File: config.mk
export PLATFORM = sky130hd
export DESIGN_NAME = vsc_top
export DESIGN_NICKNAME = d
export VERILOG_FILES = /design/src/include/vsc_pkg.sv /design/src/rtl/vsc_strobe_decode.sv /design/src/rtl/vsc_delay_count.sv /design/src/rtl/vsc_top.sv
export SDC_FILE = /design/constraint.sdc
export NUM_CORES = 1
export LEC_CHECK = 0
export ABC_AREA = 1
export BUFFER_PORTS_ARGS = -buffer_cell sky130_fd_sc_hd__buf_2
export CAP_MARGIN = 10
export CORE_MARGIN = 2
export CORE_UTILIZATION = 40
export DETAILED_ROUTE_END_ITERATION = 7
export PLACE_DENSITY = 0.68
export SLEW_MARGIN = 10
export SYNTH_ARGS = -nofsm -noshare
export SYNTH_HDL_FRONTEND = slang
export SYNTH_SLANG_ARGS = --single-unit
File: constraint.sdc
create_clock -name clk_sys -period 1.69 [get_ports clk_sys]
set_input_delay 0.2535 -clock clk_sys [delete_from_list [all_inputs] [get_ports clk_sys]]
set_output_delay 0.2535 -clock clk_sys [all_outputs]
set_load 0.1 [all_outputs]
File: src/include/vsc_pkg.sv
/*
 * Package for the vram strobe configuration selector: register map, option
 * field positions, reset values, configuration codes and timing counts.
 * Assumes a 200 MHz system clock and an APB slave with 32-bit data.
 */
package vsc_pkg;
   // register byte addresses
   localparam logic [11:0] OptionsAddr = 12'h000;
   localparam logic [11:0] StatusAddr = 12'h004;

   // field positions in the options register
   localparam int ConfigLsb = 0;
   localparam int ColumnSetupBit = 3;
   localparam int RowHoldBit = 4;
   localparam int WriteStrobeBit = 5;
   localparam int OptionsWidth = 6;
   localparam logic [5:0] OptionsReset = 6'h00;

   // status register field positions
   localparam int StatusProgBit = 0;
   localparam int StatusScrubBit = 1;
   localparam int StatusRasLsb = 4;
   localparam int StatusCasLsb = 8;

   // strobe configuration codes
   typedef enum logic [2:0] {
      CfgAllScrub = 3'b000,
      CfgPairs = 3'b001,
      CfgSingles = 3'b010,
      CfgAllRasOnly = 3'b011
   } vsc_config_t;

   // timing in nanoseconds and derived cycle counts at 5 ns
   localparam int ClkPeriodPs = 5000;
   localparam int RowHoldLongNs = 25;
   localparam int RowHoldShortNs = 15;
   localparam int ColSetupLongNs = 10;
   localparam int ColSetupShortNs = 0;
   // least times round up, and never below one cycle
   localparam int RowHoldLongCyc = ((RowHoldLongNs * 1000 + ClkPeriodPs - 1) / ClkPeriodPs) < 1 ? 1 :
      ((RowHoldLongNs * 1000 + ClkPeriodPs - 1) / ClkPeriodPs);
   localparam int RowHoldShortCyc = ((RowHoldShortNs * 1000 + ClkPeriodPs - 1) / ClkPeriodPs) < 1 ? 1 :
      ((RowHoldShortNs * 1000 + ClkPeriodPs - 1) / ClkPeriodPs);
   localparam int ColSetupLongCyc = ((ColSetupLongNs * 1000 + ClkPeriodPs - 1) / ClkPeriodPs) < 1 ? 1 :
      ((ColSetupLongNs * 1000 + ClkPeriodPs - 1) / ClkPeriodPs);
   localparam int ColSetupShortCyc = ((ColSetupShortNs * 1000 + ClkPeriodPs - 1) / ClkPeriodPs) < 1 ? 1 :
      ((ColSetupShortNs * 1000 + ClkPeriodPs - 1) / ClkPeriodPs);
   localparam int CountWidth = 4;
endpackage

File: src/rtl/vsc_strobe_decode.sv
/*
 * Combinational strobe decoder: from the configuration code and the two
 * bank-select inputs works out which row and column strobes an access uses
 * and whether refresh scrubs. Assumes inputs are stable during an access.
 */
module vsc_strobe_decode (
   input wire logic [2:0] configCode,
   input wire logic bankSelectLow,
   input wire logic bankSelectHigh,
   output logic [3:0] rowSelect,
   output logic [3:0] colSelect,
   output logic scrubRefresh
);
   always_comb begin
      rowSelect = 4'h0;
      colSelect = 4'h0;
      scrubRefresh = 1'b0;
      case (configCode)
         vsc_pkg::CfgAllScrub: begin
            rowSelect = 4'hF;
            colSelect = 4'hF;
            scrubRefresh = 1'b1;
         end
         vsc_pkg::CfgPairs: begin
            rowSelect = bankSelectHigh ? 4'hC : 4'h3;
            colSelect = bankSelectHigh ? 4'hC : 4'h3;
            scrubRefresh = 1'b1;
         end
         vsc_pkg::CfgSingles: begin
            rowSelect = 4'h1 << {bankSelectHigh, bankSelectLow};
            colSelect = 4'h1 << {bankSelectHigh, bankSelectLow};
            scrubRefresh = 1'b1;
         end
         vsc_pkg::CfgAllRasOnly: begin
            rowSelect = 4'hF;
            colSelect = 4'hF;
            scrubRefresh = 1'b0;
         end
         // codes outside this block's scope select nothing
         default: begin
            rowSelect = 4'h0;
            colSelect = 4'h0;
            scrubRefresh = 1'b0;
         end
      endcase
   end
endmodule

File: src/rtl/vsc_delay_count.sv
/*
 * Small down-counter that times a minimum interval in clock cycles after a
 * start pulse; done is high once the interval has elapsed. Assumes one clock.
 */
module vsc_delay_count (
   input wire logic clk_sys,
   input wire logic sys_rst,
   input wire logic start,
   input wire logic [vsc_pkg::CountWidth-1:0] cycles,
   output logic done
);
   logic [vsc_pkg::CountWidth-1:0] count_q;
   logic [vsc_pkg::CountWidth-1:0] count_d;
   logic done_q;
   logic done_d;

   always_comb begin
      count_d = count_q;
      done_d = done_q;
      if (start) begin
         count_d = cycles - 4'h1;
         done_d = (cycles <= 4'h1);
      end else if (count_q != 4'h0) begin
         count_d = count_q - 4'h1;
         done_d = (count_q == 4'h1);
      end
   end

   always_ff @(posedge clk_sys) begin
      if (sys_rst) begin
         count_q <= 4'h0;
         done_q <= 1'b1;
      end else begin
         count_q <= count_d;
         done_q <= done_d;
      end
   end

   assign done = done_q;
endmodule

File: src/rtl/vsc_top.sv
/*
 * Strobe selection and timing options for a video RAM controller. Holds the
 * programmed option bits, decodes bank selects into row and column strobes,
 * gates each column strobe by its extend input, and times the column strobe
 * against row hold, column setup and the write-delay option.
 * Assumes an APB master on clk_sys, and that the access sequencer supplies
 * accessStart, writeAccess, delayLineTrigger and accessEnd as one-cycle
 * pulses or levels synchronous to clk_sys.
 */
// Added by the designer: the APB slave port and the address map.
//
// Contract
// - write option 1: column strobe timed the same for read and write.
// - write option 0: write column strobe waits for delay line and next edge.
// - row-hold option 0 holds row address 25 ns, otherwise 15 ns.
// - column-setup option 0 gives 10 ns setup, 1 gives 0 ns (code rounds 1 up to one 5 ns cycle).
// - a column strobe asserts only while its own extend input is asserted (code registers the gate, so the strobe follows extend one cycle late).
// - code 000 selects all strobes, ignores bank selects, scrubs on refresh.
// - code 001 picks strobe pair by upper bank select, scrubs on refresh.
// - code 010 picks one row and column strobe by bank-select index, scrubs.
// - code 011 selects all strobes, refresh is row-strobe-only, no scrubbing.
module vsc_top (
   input wire logic clk_sys,
   input wire logic sys_rst,
   input wire logic psel,
   input wire logic penable,
   input wire logic pwrite,
   input wire logic [11:0] paddr,
   input wire logic [31:0] pwdata,
   output logic [31:0] prdata,
   output logic pready,
   output logic pslverr,
   input wire logic bankSelectLow,
   input wire logic bankSelectHigh,
   input wire logic [3:0] columnStrobeExtend,
   input wire logic accessStart,
   input wire logic writeAccess,
   input wire logic delayLineTrigger,
   input wire logic accessEnd,
   output logic [3:0] rowStrobe,
   output logic [3:0] colStrobe,
   output logic rowAddrSelect,
   output logic colAddrValid,
   output logic scrubEnable
);
   typedef enum logic [1:0] {
      StIdle = 2'b00,
      StRowHold = 2'b01,
      StColSetup = 2'b10,
      StColActive = 2'b11
   } vsc_state_t;

   logic [5:0] options_q;
   logic [5:0] options_d;
   logic programmed_q;
   logic programmed_d;
   logic [31:0] prdata_q;
   logic [31:0] prdata_d;
   logic pready_q;
   logic pready_d;
   logic pslverr_q;
   logic pslverr_d;

   vsc_state_t state_q;
   vsc_state_t state_d;
   logic [3:0] rowSel_q;
   logic [3:0] rowSel_d;
   logic [3:0] colSel_q;
   logic [3:0] colSel_d;
   logic isWrite_q;
   logic isWrite_d;
   logic trigSeen_q;
   logic trigSeen_d;
   logic edgeSeen_q;
   logic edgeSeen_d;
   logic [3:0] rowStrobe_q;
   logic [3:0] rowStrobe_d;
   logic [3:0] colStrobe_q;
   logic [3:0] colStrobe_d;
   logic rowAddr_q;
   logic rowAddr_d;
   logic colValid_q;
   logic colValid_d;
   logic scrub_q;
   logic scrub_d;

   logic [3:0] decRow;
   logic [3:0] decCol;
   logic decScrub;
   logic holdDone;
   logic setupDone;
   logic holdStart;
   logic setupStart;
   logic [vsc_pkg::CountWidth-1:0] holdCycles;
   logic [vsc_pkg::CountWidth-1:0] setupCycles;
   logic apbAccess;
   logic writeGate;

   function automatic logic [31:0] status_word(input logic prog, input logic scrub,
                                               input logic [3:0] ras, input logic [3:0] cas);
      logic [31:0] w;
      w = 32'h0000_0000;
      w[vsc_pkg::StatusProgBit] = prog;
      w[vsc_pkg::StatusScrubBit] = scrub;
      w[vsc_pkg::StatusRasLsb +: 4] = ras;
      w[vsc_pkg::StatusCasLsb +: 4] = cas;
      return w;
   endfunction

   vsc_strobe_decode u_decode (
      .configCode(options_q[vsc_pkg::ConfigLsb +: 3]),
      .bankSelectLow(bankSelectLow),
      .bankSelectHigh(bankSelectHigh),
      .rowSelect(decRow),
      .colSelect(decCol),
      .scrubRefresh(decScrub)
   );

   assign holdCycles = options_q[vsc_pkg::RowHoldBit] ?
      vsc_pkg::CountWidth'(vsc_pkg::RowHoldShortCyc) : vsc_pkg::CountWidth'(vsc_pkg::RowHoldLongCyc);
   assign setupCycles = options_q[vsc_pkg::ColumnSetupBit] ?
      vsc_pkg::CountWidth'(vsc_pkg::ColSetupShortCyc) : vsc_pkg::CountWidth'(vsc_pkg::ColSetupLongCyc);

   assign holdStart = (state_q == StIdle) && accessStart;
   assign setupStart = (state_q == StRowHold) && holdDone;

   vsc_delay_count u_hold (
      .clk_sys(clk_sys),
      .sys_rst(sys_rst),
      .start(holdStart),
      .cycles(holdCycles),
      .done(holdDone)
   );

   vsc_delay_count u_setup (
      .clk_sys(clk_sys),
      .sys_rst(sys_rst),
      .start(setupStart),
      .cycles(setupCycles),
      .done(setupDone)
   );

   assign apbAccess = psel && penable && !pready_q;

   // register bus: one wait state, answer on the second access cycle
   always_comb begin
      options_d = options_q;
      programmed_d = programmed_q;
      prdata_d = prdata_q;
      pready_d = 1'b0;
      pslverr_d = 1'b0;
      if (apbAccess) begin
         pready_d = 1'b1;
         prdata_d = 32'h0000_0000;
         case (paddr)
            vsc_pkg::OptionsAddr: begin
               if (pwrite) begin
                  options_d = pwdata[vsc_pkg::OptionsWidth-1:0];
                  programmed_d = 1'b1;
               end else begin
                  prdata_d = {26'h0, options_q};
               end
            end
            vsc_pkg::StatusAddr: begin
               if (!pwrite) begin
                  prdata_d = status_word(programmed_q, scrub_q, rowStrobe_q, colStrobe_q);
               end
            end
            default: begin
               pslverr_d = 1'b1;
            end
         endcase
      end
   end

   always_ff @(posedge clk_sys) begin
      if (sys_rst) begin
         options_q <= vsc_pkg::OptionsReset;
         programmed_q <= 1'b0;
         prdata_q <= 32'h0000_0000;
         pready_q <= 1'b0;
         pslverr_q <= 1'b0;
      end else begin
         options_q <= options_d;
         programmed_q <= programmed_d;
         prdata_q <= prdata_d;
         pready_q <= pready_d;
         pslverr_q <= pslverr_d;
      end
   end

   // write waits for delay line and clock edge only when option is 0
   assign writeGate = !isWrite_q || options_q[vsc_pkg::WriteStrobeBit] ||
      ((trigSeen_q || delayLineTrigger) && edgeSeen_q);

   always_comb begin
      state_d = state_q;
      rowSel_d = rowSel_q;
      colSel_d = colSel_q;
      isWrite_d = isWrite_q;
      trigSeen_d = trigSeen_q;
      edgeSeen_d = edgeSeen_q;
      rowStrobe_d = rowStrobe_q;
      colStrobe_d = 4'h0;
      rowAddr_d = rowAddr_q;
      colValid_d = colValid_q;
      scrub_d = decScrub;
      case (state_q)
         StIdle: begin
            rowStrobe_d = 4'h0;
            rowAddr_d = 1'b1;
            colValid_d = 1'b0;
            trigSeen_d = 1'b0;
            edgeSeen_d = 1'b0;
            if (accessStart) begin
               // bank selects sampled at access start
               rowSel_d = decRow;
               colSel_d = decCol;
               isWrite_d = writeAccess;
               rowStrobe_d = decRow;
               state_d = StRowHold;
            end
         end
         StRowHold: begin
            // first rising edge after row strobe
            edgeSeen_d = 1'b1;
            if (delayLineTrigger) begin
               trigSeen_d = 1'b1;
            end
            if (holdDone) begin
               rowAddr_d = 1'b0;
               colValid_d = 1'b1;
               state_d = StColSetup;
            end
         end
         StColSetup: begin
            if (delayLineTrigger) begin
               trigSeen_d = 1'b1;
            end
            if (setupDone && writeGate) begin
               colStrobe_d = colSel_q & columnStrobeExtend;
               state_d = StColActive;
            end
         end
         StColActive: begin
            // extend input keeps gating each cycle
            colStrobe_d = colSel_q & columnStrobeExtend;
            if (accessEnd) begin
               rowStrobe_d = 4'h0;
               colStrobe_d = 4'h0;
               colValid_d = 1'b0;
               state_d = StIdle;
            end
         end
         default: begin
            state_d = StIdle;
         end
      endcase
      if (accessEnd && state_q != StIdle) begin
         rowStrobe_d = 4'h0;
         colStrobe_d = 4'h0;
         colValid_d = 1'b0;
         state_d = StIdle;
      end
   end

   always_ff @(posedge clk_sys) begin
      if (sys_rst) begin
         state_q <= StIdle;
         rowSel_q <= 4'h0;
         colSel_q <= 4'h0;
         isWrite_q <= 1'b0;
         trigSeen_q <= 1'b0;
         edgeSeen_q <= 1'b0;
         rowStrobe_q <= 4'h0;
         colStrobe_q <= 4'h0;
         rowAddr_q <= 1'b1;
         colValid_q <= 1'b0;
         scrub_q <= 1'b1;
      end else begin
         state_q <= state_d;
         rowSel_q <= rowSel_d;
         colSel_q <= colSel_d;
         isWrite_q <= isWrite_d;
         trigSeen_q <= trigSeen_d;
         edgeSeen_q <= edgeSeen_d;
         rowStrobe_q <= rowStrobe_d;
         colStrobe_q <= colStrobe_d;
         rowAddr_q <= rowAddr_d;
         colValid_q <= colValid_d;
         scrub_q <= scrub_d;
      end
   end

   assign prdata = prdata_q;
   assign pready = pready_q;
   assign pslverr = pslverr_q;
   assign rowStrobe = rowStrobe_q;
   assign colStrobe = colStrobe_q;
   assign rowAddrSelect = rowAddr_q;
   assign colAddrValid = colValid_q;
   assign scrubEnable = scrub_q;
endmodule

==> flow_summary.ini, run 1 <==
[timing]
fin_worst_skew_ps = 12.5
hold_slack_ps = 159
tns_ps = 0
setup_violations = 0
rsz0062_at_grt = false
max_clock_freq_mhz = 665
period_share_pct = 89.0
layout_min_cycle_time_ps = 1500
final-hold-violation-count = 0
slew_viol_final = 0

[grt]
antenna_found_initial = 0
grt_pass1_vias = 2093
grt_max_degree = 19
grt-ovfl-total = 0
track_usage_pct = 15.5
grt_pass1_wl_um = 8830

[clock_network]
tritoncts = done
clkLatencyLatePin_ps = 320
cts_sinks = 51
cts-root-buf = clkbuf_8
clock_path_buffers = 2
cts_hold_buf = 0
cts.clk_slew.worst_paths_ps = 100
cts_made_buffers = 5
htreeDepth = 2

[detailed_routing]
ant_nets = 0
vias = 2192
drc_errors = 0
via_per_inst = 4.55
wl_um = 5160
drtIter0Drc = 117
wire_per_inst_um = 10.7
dr.pass1.iters = 4

[die]
dieWidth_um = 83.7
die-area_mm2 = 0.00700
io-pin-count = 104
num_rows = 29
core_mm2 = 0.00624
fp.dieH_um = 83.7
initial_core_util_pct = 40.7

[yosys]
synth-seq-cells = 51
syn_area_per_cell_um2 = 7.45
synth_top_area_cell = dfxtp_1
synth_cell_types = 35
seq_area_frac_synth_pct = 40.2
yosys_warnings = 0
synth_cells = 341
synth_top_area_share_pct = 40.2
synth.area.top_cells = dfxtp_1 40%, nand2_1 11%, buf_4 5.9%
syn_area_mm2 = 0.00254

[critical_path]
crit_start = state_q[0]$_SDFFE_PP0P_
arrival_ps = 1730
path_class = flip-flop to flip-flop
worstPathRequired_ps = 1910
worstReg2RegStart = state_q[0]$_SDFFE_PP0P_
end_kind = flip-flop
rr_worst_depth = 10
crit_path_max_fanout = 5
start_kind = flip-flop

[power]
power_density_mw_per_mm2 = 1340
p_leak_uw = 0.00148
ir_drop_mv = 0.647

[placement]
port_buffers = 57
routabilityCongestion = 0.779
dp.final_hpwl_um = 4090

[status]
status = complete, no violations

[cells_and_area]
layout-drive-gt1-share_pct = 24.9
antenna_cells = 0
final_common_cell = nand2_1
area_growth_pct = 16.3
n_fill_cell = 635
layout_common_cells = 74 x nand2_1, 57 x buf_2, 50 x dfxtp_1, 37 x nor2_1, 34 x inv_1
nets = 473

[run]
maxCapViolations = 0

[hold_path]
hold-path-cell-count = 3
min_path_type = input port to flip-flop
hold_start = pwdata[0]
-- synth_stat cells, drive strengths merged --
cell and instances:
nand2 83, dfxtp 51, nor2 45, inv 37
a21oi 26, nand3 26, buf 24, o21ai 13
nand4 11, ha 10, clkbuf 2, nor3 2
a221oi 1, a22o 1, and2 1, conb 1
nor3b 1, nor4 1, o211ai 1, o21a 1
or2 1, xnor2 1, xor2 1
-- timing repair --
item | CTS | global route
endpoints found under the setup margin | 0 | 4
setup buffers | 0 | 0
gates resized for setup | 0 | 3
-- kinds of logic (layout without fill, tap and decap cells) --
kind of cell | after synthesis | in the layout | share of synthesized area [%]
compound gates | 43 | 43 | 9.85
xor+xnor | 2 | 2 | 0.690
fa+ha+maj | 10 | 10 | 4.93
buf+inv | 63 | 108 | 13.0
flops | 51 | 51 | 40.2
other cells | 1 | 20 | 0.148
simple gates | 171 | 171 | 31.2
-- critical path: stages, from the launching register on --
cell and delay, ps:
dfxtp_1 380, inv_1 100, ha_1 270, inv_1 90, o21ai_0 70, nor2_1 180, nand2_1 100, nor2_1 90
nor2_1 50, nand2_1 70, inv_1 30
-- stage by stage --
stage	setup slack [ps]	util (%)	instance area [µm²]	power, µW	std cells
floorplan	200	-	2610	2930	360
global placement	171	45.6	2850	3190	474
detailed placement	88.1	45.6	2850	3230	474
CTS	68.3	47.2	2940	3980	482
global route	8.02	47.3	2950	4250	482
finish	186	47.3	2950	3950	482
-- routing by layer --
metal | track usage [%] | vias up | wire, µm
met4 | 5.72 | 0 | 84
met1 | 19.4 | 956 | 2380
met3 | 3.56 | 6 | 261
met5 | 0 | - | 0
met2 | 26.0 | 52 | 2440
li1 | - | 1178 | -
-- area by class of cell --
| type | instances | area [µm²] | share of cell area [%] |
|---|---|---|---|
| flip-flops and latches | 51 | 1020 | 34.6 |
| clock buffers | 5 | 68.8 | 2.33 |
| inverters | 37 | 139 | 4.70 |
| clock inverters | 3 | 26.3 | 0.889 |
| repair buffers | 63 | 330 | 11.2 |
| well taps | 77 | 96.3 | 3.26 |
| multi-input cells | 246 | 1270 | 43.0 |
-- final timing paths --
| check | to | slack (ps) |
|---|---|---|
| min reg2reg | rowAddrSelect$_SDFFE_PP1P_ | 460 |
| max | state_q[0]$_SDFFE_PP0P_ | 190 |
| max reg2reg | state_q[0]$_SDFFE_PP0P_ | 190 |
| min | options_q[0]$_SDFFE_PP0P_ | 160 |
-- sequential cells by signal, indices dropped and copies added, names as in the netlist --
signal           flops
scrubEnable          1
pslverr              1
trigSeen_q           1
u_hold.count_q       4
rowAddrSelect        1
state_q              2
colSel_q             4
programmed_q         1
colAddrValid         1
edgeSeen_q           1
pready               1
u_setup.count_q      4
u_hold.done          1
u_setup.done         1
isWrite_q            1
rowStrobe            4
prdata              12
options_q            6
colStrobe            4
-- report_power, final --
part | switching (µW) | internal [µW] | total, µW
clock | 433 | 305 | 738
combinational | 1190 | 448 | 1630
sequential | 165 | 1420 | 1580
total | 1780 | 2170 | 3950
Power figures use the tool's default switching activity.
==> run 2, diff against run 1 <==
--- a/config.mk
+++ b/config.mk
@@ -5,13 +5,14 @@
 export SDC_FILE = /design/constraint.sdc
 export NUM_CORES = 1
 export LEC_CHECK = 0
-export ABC_AREA = 1
 export BUFFER_PORTS_ARGS = -buffer_cell sky130_fd_sc_hd__buf_2
 export CAP_MARGIN = 10
 export CORE_MARGIN = 2
 export CORE_UTILIZATION = 40
 export DETAILED_ROUTE_END_ITERATION = 7
-export PLACE_DENSITY = 0.68
+export GPL_TIMING_DRIVEN = 0
+export PLACE_DENSITY = 0.69
+export SKIP_CTS_REPAIR_TIMING = 1
 export SLEW_MARGIN = 10
 export SYNTH_ARGS = -nofsm -noshare
 export SYNTH_HDL_FRONTEND = slang
==> run 2 against run 1 <==
Clock skew down 2.8 ps; critical path depth down 4; die area down 5.9%; via count fell by 10%; count of clock-buffer cells in the layout unchanged; largest cell class unchanged.
==> flow_summary.ini, run 2 <==
[power]
p_leak_uw = 0.00140
p_sw_share_pct = 42.3
internal_power_uw = 2450
power_density_mw_per_mm2 = 1430
pwr-share-seq_pct = 37.4
p_sw_uw = 1800
power.total_uw = 4250
p_clk_share_pct = 20.4
combPwrFrac_pct = 42.2
ir_drop_mv = 0.731

[placement]
dp_cells = 412
dpl-instance-area_mm2 = 0.00283
dp.final_hpwl_um = 3830
port_buffers = 56
pre_cts_ws_ps = -131
routabilityCongestion = 0.817

[timing]
slew_headroom_pct = 60.5
period_share_pct = 91.5
layout_min_cycle_time_ps = 1550
tightest_slew_ps = 589
final-hold-violation-count = 0
slew_viol_final = 0
worst_slack_ps = 144
fin_worst_skew_ps = 9.69
setup_violations = 0
max_clock_freq_mhz = 647
rsz0062_at_grt = false

[yosys]
synth_cell_types = 47
syn_area_per_cell_um2 = 9.09
muxShareOfSynthArea_pct = 6.41
synth_edf_count = 0
synth_simple_gate_area_share_pct = 20.1
synthAdderAreaFrac_pct = 5.25
synth_compound_area_share_pct = 14.0
synth_common_cells = 51 x dfxtp_1, 36 x nand2_1, 20 x buf_4
ys.flop_type = dfxtp_1
synthXorXnorAreaFrac_pct = 1.47
seq_area_frac_synth_pct = 42.9
yosys_warnings = 0
syn_area_mm2 = 0.00238
synth-seq-cells = 51
synth_top_family_by_area = simple AND/OR/NAND/NOR gates
synth_top_area_share_pct = 42.9
synth_top_area_cell = dfxtp_1
synth-async-reset-ratio_pct = 0
synth.area.top_cells = dfxtp_1 43%, buf_4 6.3%, nand2_1 5.7%
synth_cells = 262
yosysMostFrequentCell = dfxtp_1

[clock_network]
cts_made_buffers = 5
cts.clk_slew.worst_paths_ps = 90
clkLatencyLatePin_ps = 310
tritoncts = done
cts_sinks = 51
cts-root-buf = clkbuf_8
clock_path_buffers = 2
htreeDepth = 2

[die]
dieWidth_um = 81.2
initial_core_util_pct = 40.7
io-pin-count = 104
fp.dieH_um = 81.2
core_mm2 = 0.00585
num_rows = 28
die-area_mm2 = 0.00659

[cells_and_area]
final_common_cell = buf_2
layout_common_cells = 56 x buf_2, 50 x dfxtp_1, 36 x nand2_1, 20 x buf_4, 20 x conb_1
design_area_mm2 = 0.00297
antenna_cells = 0
nets = 413
area_growth_pct = 24.6
final_cells = 420
layout-drive-gt1-share_pct = 29.0
finalCoreUtilization_pct = 50.7
largest_reg_flops = 12

[status]
status = complete, no violations

[grt]
track_usage_pct = 15.0
grt_max_degree = 18
grt-ovfl-total = 0
antenna_found_initial = 0
grt_pass1_wl_um = 7630
grt_pass1_vias = 1743

[detailed_routing]
wire_per_inst_um = 11.6
drc_errors = 0
via_per_inst = 4.69
ant_nets = 0
vias = 1971
dr.pass1.iters = 4
wl_um = 4870
drtIter0Drc = 69

[critical_path]
slowest_delay_ps = 430
start_kind = flip-flop
critPathBufInv = 1
arrival_ps = 1720
crit_family = simple AND/OR/NAND/NOR gates
cp_slowest_cell = or3b_1
rr_worst_depth = 6
worstReg2RegStart = u_setup.count_q[0]$_SDFFE_PP0P_
crit_cells = 6
crit_chain = inv_1 -> ha_1 -> or3b_1 -> xnor2_1 -> a21oi_1 -> nor2_1
cp-endpoint = u_setup.count_q[0]$_SDFFE_PP0P_
timing.rr.end = u_setup.count_q[0]$_SDFFE_PP0P_
worstPathRequired_ps = 1870
path_class = flip-flop to flip-flop
crit_start = u_setup.count_q[0]$_SDFFE_PP0P_
rrSetupSlack_ps = 140
end_kind = flip-flop
crit_path_max_fanout = 5

[run]
maxCapViolations = 0

[hold_path]
min_path_type = input port to flip-flop
-- run 2: cell types whose count changed after synthesis, sizes merged, moves of 6 or more --
cell   before  now
nand3      26    3
mux2i       0   13
o21ai      13    7
inv        37   13
a22o        1    8
nand2      83   36
a21oi      26   15
nor2       45   18
nand4      11    1
-- run 2: cell type report --
cell class	instances	area [µm²]
clock inverters	3	46.3
clock buffers	5	68.8
plain buffers	27	184
inverters	13	48.8
fillers	593	2880
repair buffers	56	280
multi-input cells	190	1220
well taps	75	93.8
flip-flops and latches	51	1020
-- run 2: worst min-delay path by stage --
stage | startpoint | to | cells after the start
2_1_floorplan | sys_rst | u_hold.count_q[1]$_SDFFE_PP0P_ | 1
3_3_place_gp | prdata[4]$_SDFFE_PP0N_ | prdata[4]$_SDFFE_PP0N_ | 2
3_5_place_dp | prdata[1]$_SDFFE_PP0N_ | prdata[1]$_SDFFE_PP0N_ | 2
4_1_cts | columnStrobeExtend[3] | colStrobe[3]$_SDFF_PP0_ | 2
5_1_grt | columnStrobeExtend[3] | colStrobe[3]$_SDFF_PP0_ | 2
6_report | columnStrobeExtend[3] | colStrobe[3]$_SDFF_PP0_ | 2
-- run 2: metal layers --
layer	global-route usage (%)	vias up	share of wire, %
li1	-	1027	-
met1	17.8	886	45
met2	26.0	53	47
met3	4.00	5	6.6
met4	5.08	0	1.4
met5	0	-	0
-- run 2: worst reg2reg max path: stages, from the launching register on --
cell and delay (ps):
dfxtp_1 330, inv_1 90, ha_1 240, or3b_1 430, xnor2_1 150, a21oi_1 140
nor2_1 50
-- run 2: through the flow --
stage               setup TNS, ps  hold WS, ps
detailed placement          -1200          439
CTS                          -788          160
floorplan                       0          323
finish                          0          170
global placement             -738          436
global route                    0          163
-- run 2: cells by family (layout without fill, tap and decap cells) --
logic type | count (synthesis) | in the layout
AO/OA/AOI/OAI | 50 | 50
XOR/XNOR | 4 | 4
AND/OR/NAND/NOR | 91 | 91
buffers and inverters | 40 | 104
multiplexers | 15 | 15
adder cells (fa/ha/maj) | 10 | 10
other | 1 | 20
flip-flops | 51 | 51
-- run 2: power by group through the flow --
stage	clock network [µW]	registers, µW	logic, µW
2_1_floorplan	0	1920	1120
3_3_place_gp	0	1600	1700
3_5_place_dp	0	1610	1740
4_1_cts	894	1580	1750
5_1_grt	939	1620	1990
6_report	866	1590	1790
==> run 3, diff against run 2 <==
--- a/config.mk
+++ b/config.mk
@@ -5,13 +5,14 @@
 export SDC_FILE = /design/constraint.sdc
 export NUM_CORES = 1
 export LEC_CHECK = 0
+export ABC_AREA = 1
 export BUFFER_PORTS_ARGS = -buffer_cell sky130_fd_sc_hd__buf_2
 export CAP_MARGIN = 10
 export CORE_MARGIN = 2
 export CORE_UTILIZATION = 40
 export DETAILED_ROUTE_END_ITERATION = 7
 export GPL_TIMING_DRIVEN = 0
-export PLACE_DENSITY = 0.69
+export PLACE_DENSITY = 0.68
 export SKIP_CTS_REPAIR_TIMING = 1
 export SLEW_MARGIN = 10
 export SYNTH_ARGS = -nofsm -noshare
==> run 3 against run 2 <==
Cell count grew 20%; sequential share of layout area shrank 1.5 points; register-to-register slack improved by 50 ps; critical path depth increased by 1; maximum frequency grew 3.4%; combinational power shrank 8%; design area is 4.5% higher; flip-flop and latch count unchanged; non-clock buffer count is the same; largest cell class unchanged; highest routed layer unchanged.
==> flow_summary.ini, run 3 (same netlist as run 1, synthesis figures left out) <==
[status]
status = complete, no violations

[timing]
layout_min_cycle_time_ps = 1490
rsz0062_at_grt = false
max_clock_freq_mhz = 669
fin_worst_skew_ps = 9.35
tightest_slew_ps = 501
slew_headroom_pct = 66.2
slew_viol_final = 0
tns_ps = 0
setup_violations = 0
period_share_pct = 88.4
final-hold-violation-count = 0
worst_slack_ps = 196

[clock_network]
htreeDepth = 2
cts.clk_slew.worst_paths_ps = 100
clkLatencyLatePin_ps = 320
clock_path_buffers = 2
cts_sinks = 51
cts-root-buf = clkbuf_8
cts_made_buffers = 5
tritoncts = done

[power]
p_leak_uw = 0.00158
power_density_mw_per_mm2 = 1280
ir_drop_mv = 0.740

[grt]
grt-ovfl-total = 0
grt_pass1_vias = 2166
antenna_found_initial = 0
track_usage_pct = 15.9
grt_max_degree = 19
grt_pass1_wl_um = 9190

[critical_path]
crit_chain = inv_1 -> ha_2 -> nand2_1 -> inv_1 -> nor2_1 -> a21oi_1 -> a21oi_1
crit_path_max_fanout = 6
slowest_delay_ps = 380
cp_slowest_cell = dfxtp_1
path_class = flip-flop to flip-flop
end_kind = flip-flop
arrival_ps = 1740
worstPathRequired_ps = 1940
start_kind = flip-flop

[cells_and_area]
final_cells = 502
final_common_cell = nand2_1
area_growth_pct = 22.2
nets = 493
layout-drive-gt1-share_pct = 28.0
layout_common_cells = 75 x nand2_1, 59 x buf_2, 50 x dfxtp_1, 38 x nor2_1, 34 x inv_1
largest_reg_flops = 12
antenna_cells = 0

[detailed_routing]
drc_errors = 0
dr.pass1.iters = 5
via_per_inst = 4.58
wire_per_inst_um = 10.8
ant_nets = 0
drtIter0Drc = 124
vias = 2300
wl_um = 5430

[placement]
pre_cts_ws_ps = 52.4
dp.final_hpwl_um = 4260
port_buffers = 57
routabilityCongestion = 0.773
dp_cells = 494

[die]
die-area_mm2 = 0.00700
core_mm2 = 0.00624
initial_core_util_pct = 40.7
io-pin-count = 104
fp.dieH_um = 83.7
num_rows = 29
dieWidth_um = 83.7

[hold_path]
min_path_type = input port to flip-flop

[run]
maxCapViolations = 0
[run 3: cell count changes in the layout (fill, tap and decap cells not counted), moves of 13 or more]
cell     previous run  this run
nor2_1             18        38
inv_1              12        34
nand3_1             2        25
mux2i_1            13         0
nand2_1            36        75
[run 3: path summary, 6_finish.rpt]
| check | startpoint | endpoint | slack (ps) | depth (start not counted) |
|---|---|---|---|---|
| max | state_q[0]$_SDFFE_PP0P_ | u_hold.count_q[1]$_SDFFE_PP0P_ | 200 | 7 |
| min | pwdata[4] | options_q[4]$_SDFFE_PP0P_ | 160 | 3 |
| max reg2reg | state_q[0]$_SDFFE_PP0P_ | u_hold.count_q[1]$_SDFFE_PP0P_ | 200 | 7 |
| min reg2reg | programmed_q$_SDFFE_PP0P_ | programmed_q$_SDFFE_PP0P_ | 460 | 2 |
[run 3: layout make-up]
type                       count  area (µm²)
tap                           77        96.3
clock buffer                   5        68.8
timing repair buffer          57         285
multi-input combinational    246        1270
inverter                      37         139
clock inverter                 3        28.8
fill                         642        3140
buffer                        26         190
sequential                    51        1020
[run 3: critical path: cells and delay by family (launching register included)]
family                   cells  cell delay (ps)
AO/OA/AOI/OAI                2              210
adder cells (fa/ha/maj)      1              230
buffers and inverters        2              230
flip-flops                   1              380
AND/OR/NAND/NOR              2              390
[run 3: stage by stage]
stage / area [µm²] / util, % / hold WS, ps / total power (µW)
after floorplan: 2610 / - / 388 / 2930
after detailed placement: 2990 / 48.0 / 447 / 3240
after global placement: 2990 / 48.0 / 434 / 3200
final: 3100 / 49.7 / 159 / 3980
after global routing: 3100 / 49.7 / 161 / 4290
after CTS: 3090 / 49.5 / 155 / 3990
[run 3: where the power goes]
group          internal [µW]  total, µW  switching [µW]
clock                    307        752             445
combinational            458       1640            1190
sequential              1420       1590             171
[run 3: per-layer routing]
metal | vias to the layer above | routed length, µm | track usage (%)
met5 | - | 0 | 0
met4 | 0 | 72 | 5.13
met3 | 7 | 309 | 3.96
met2 | 54 | 2610 | 27.3
met1 | 1021 | 2440 | 19.4
li1 | 1218 | - | -
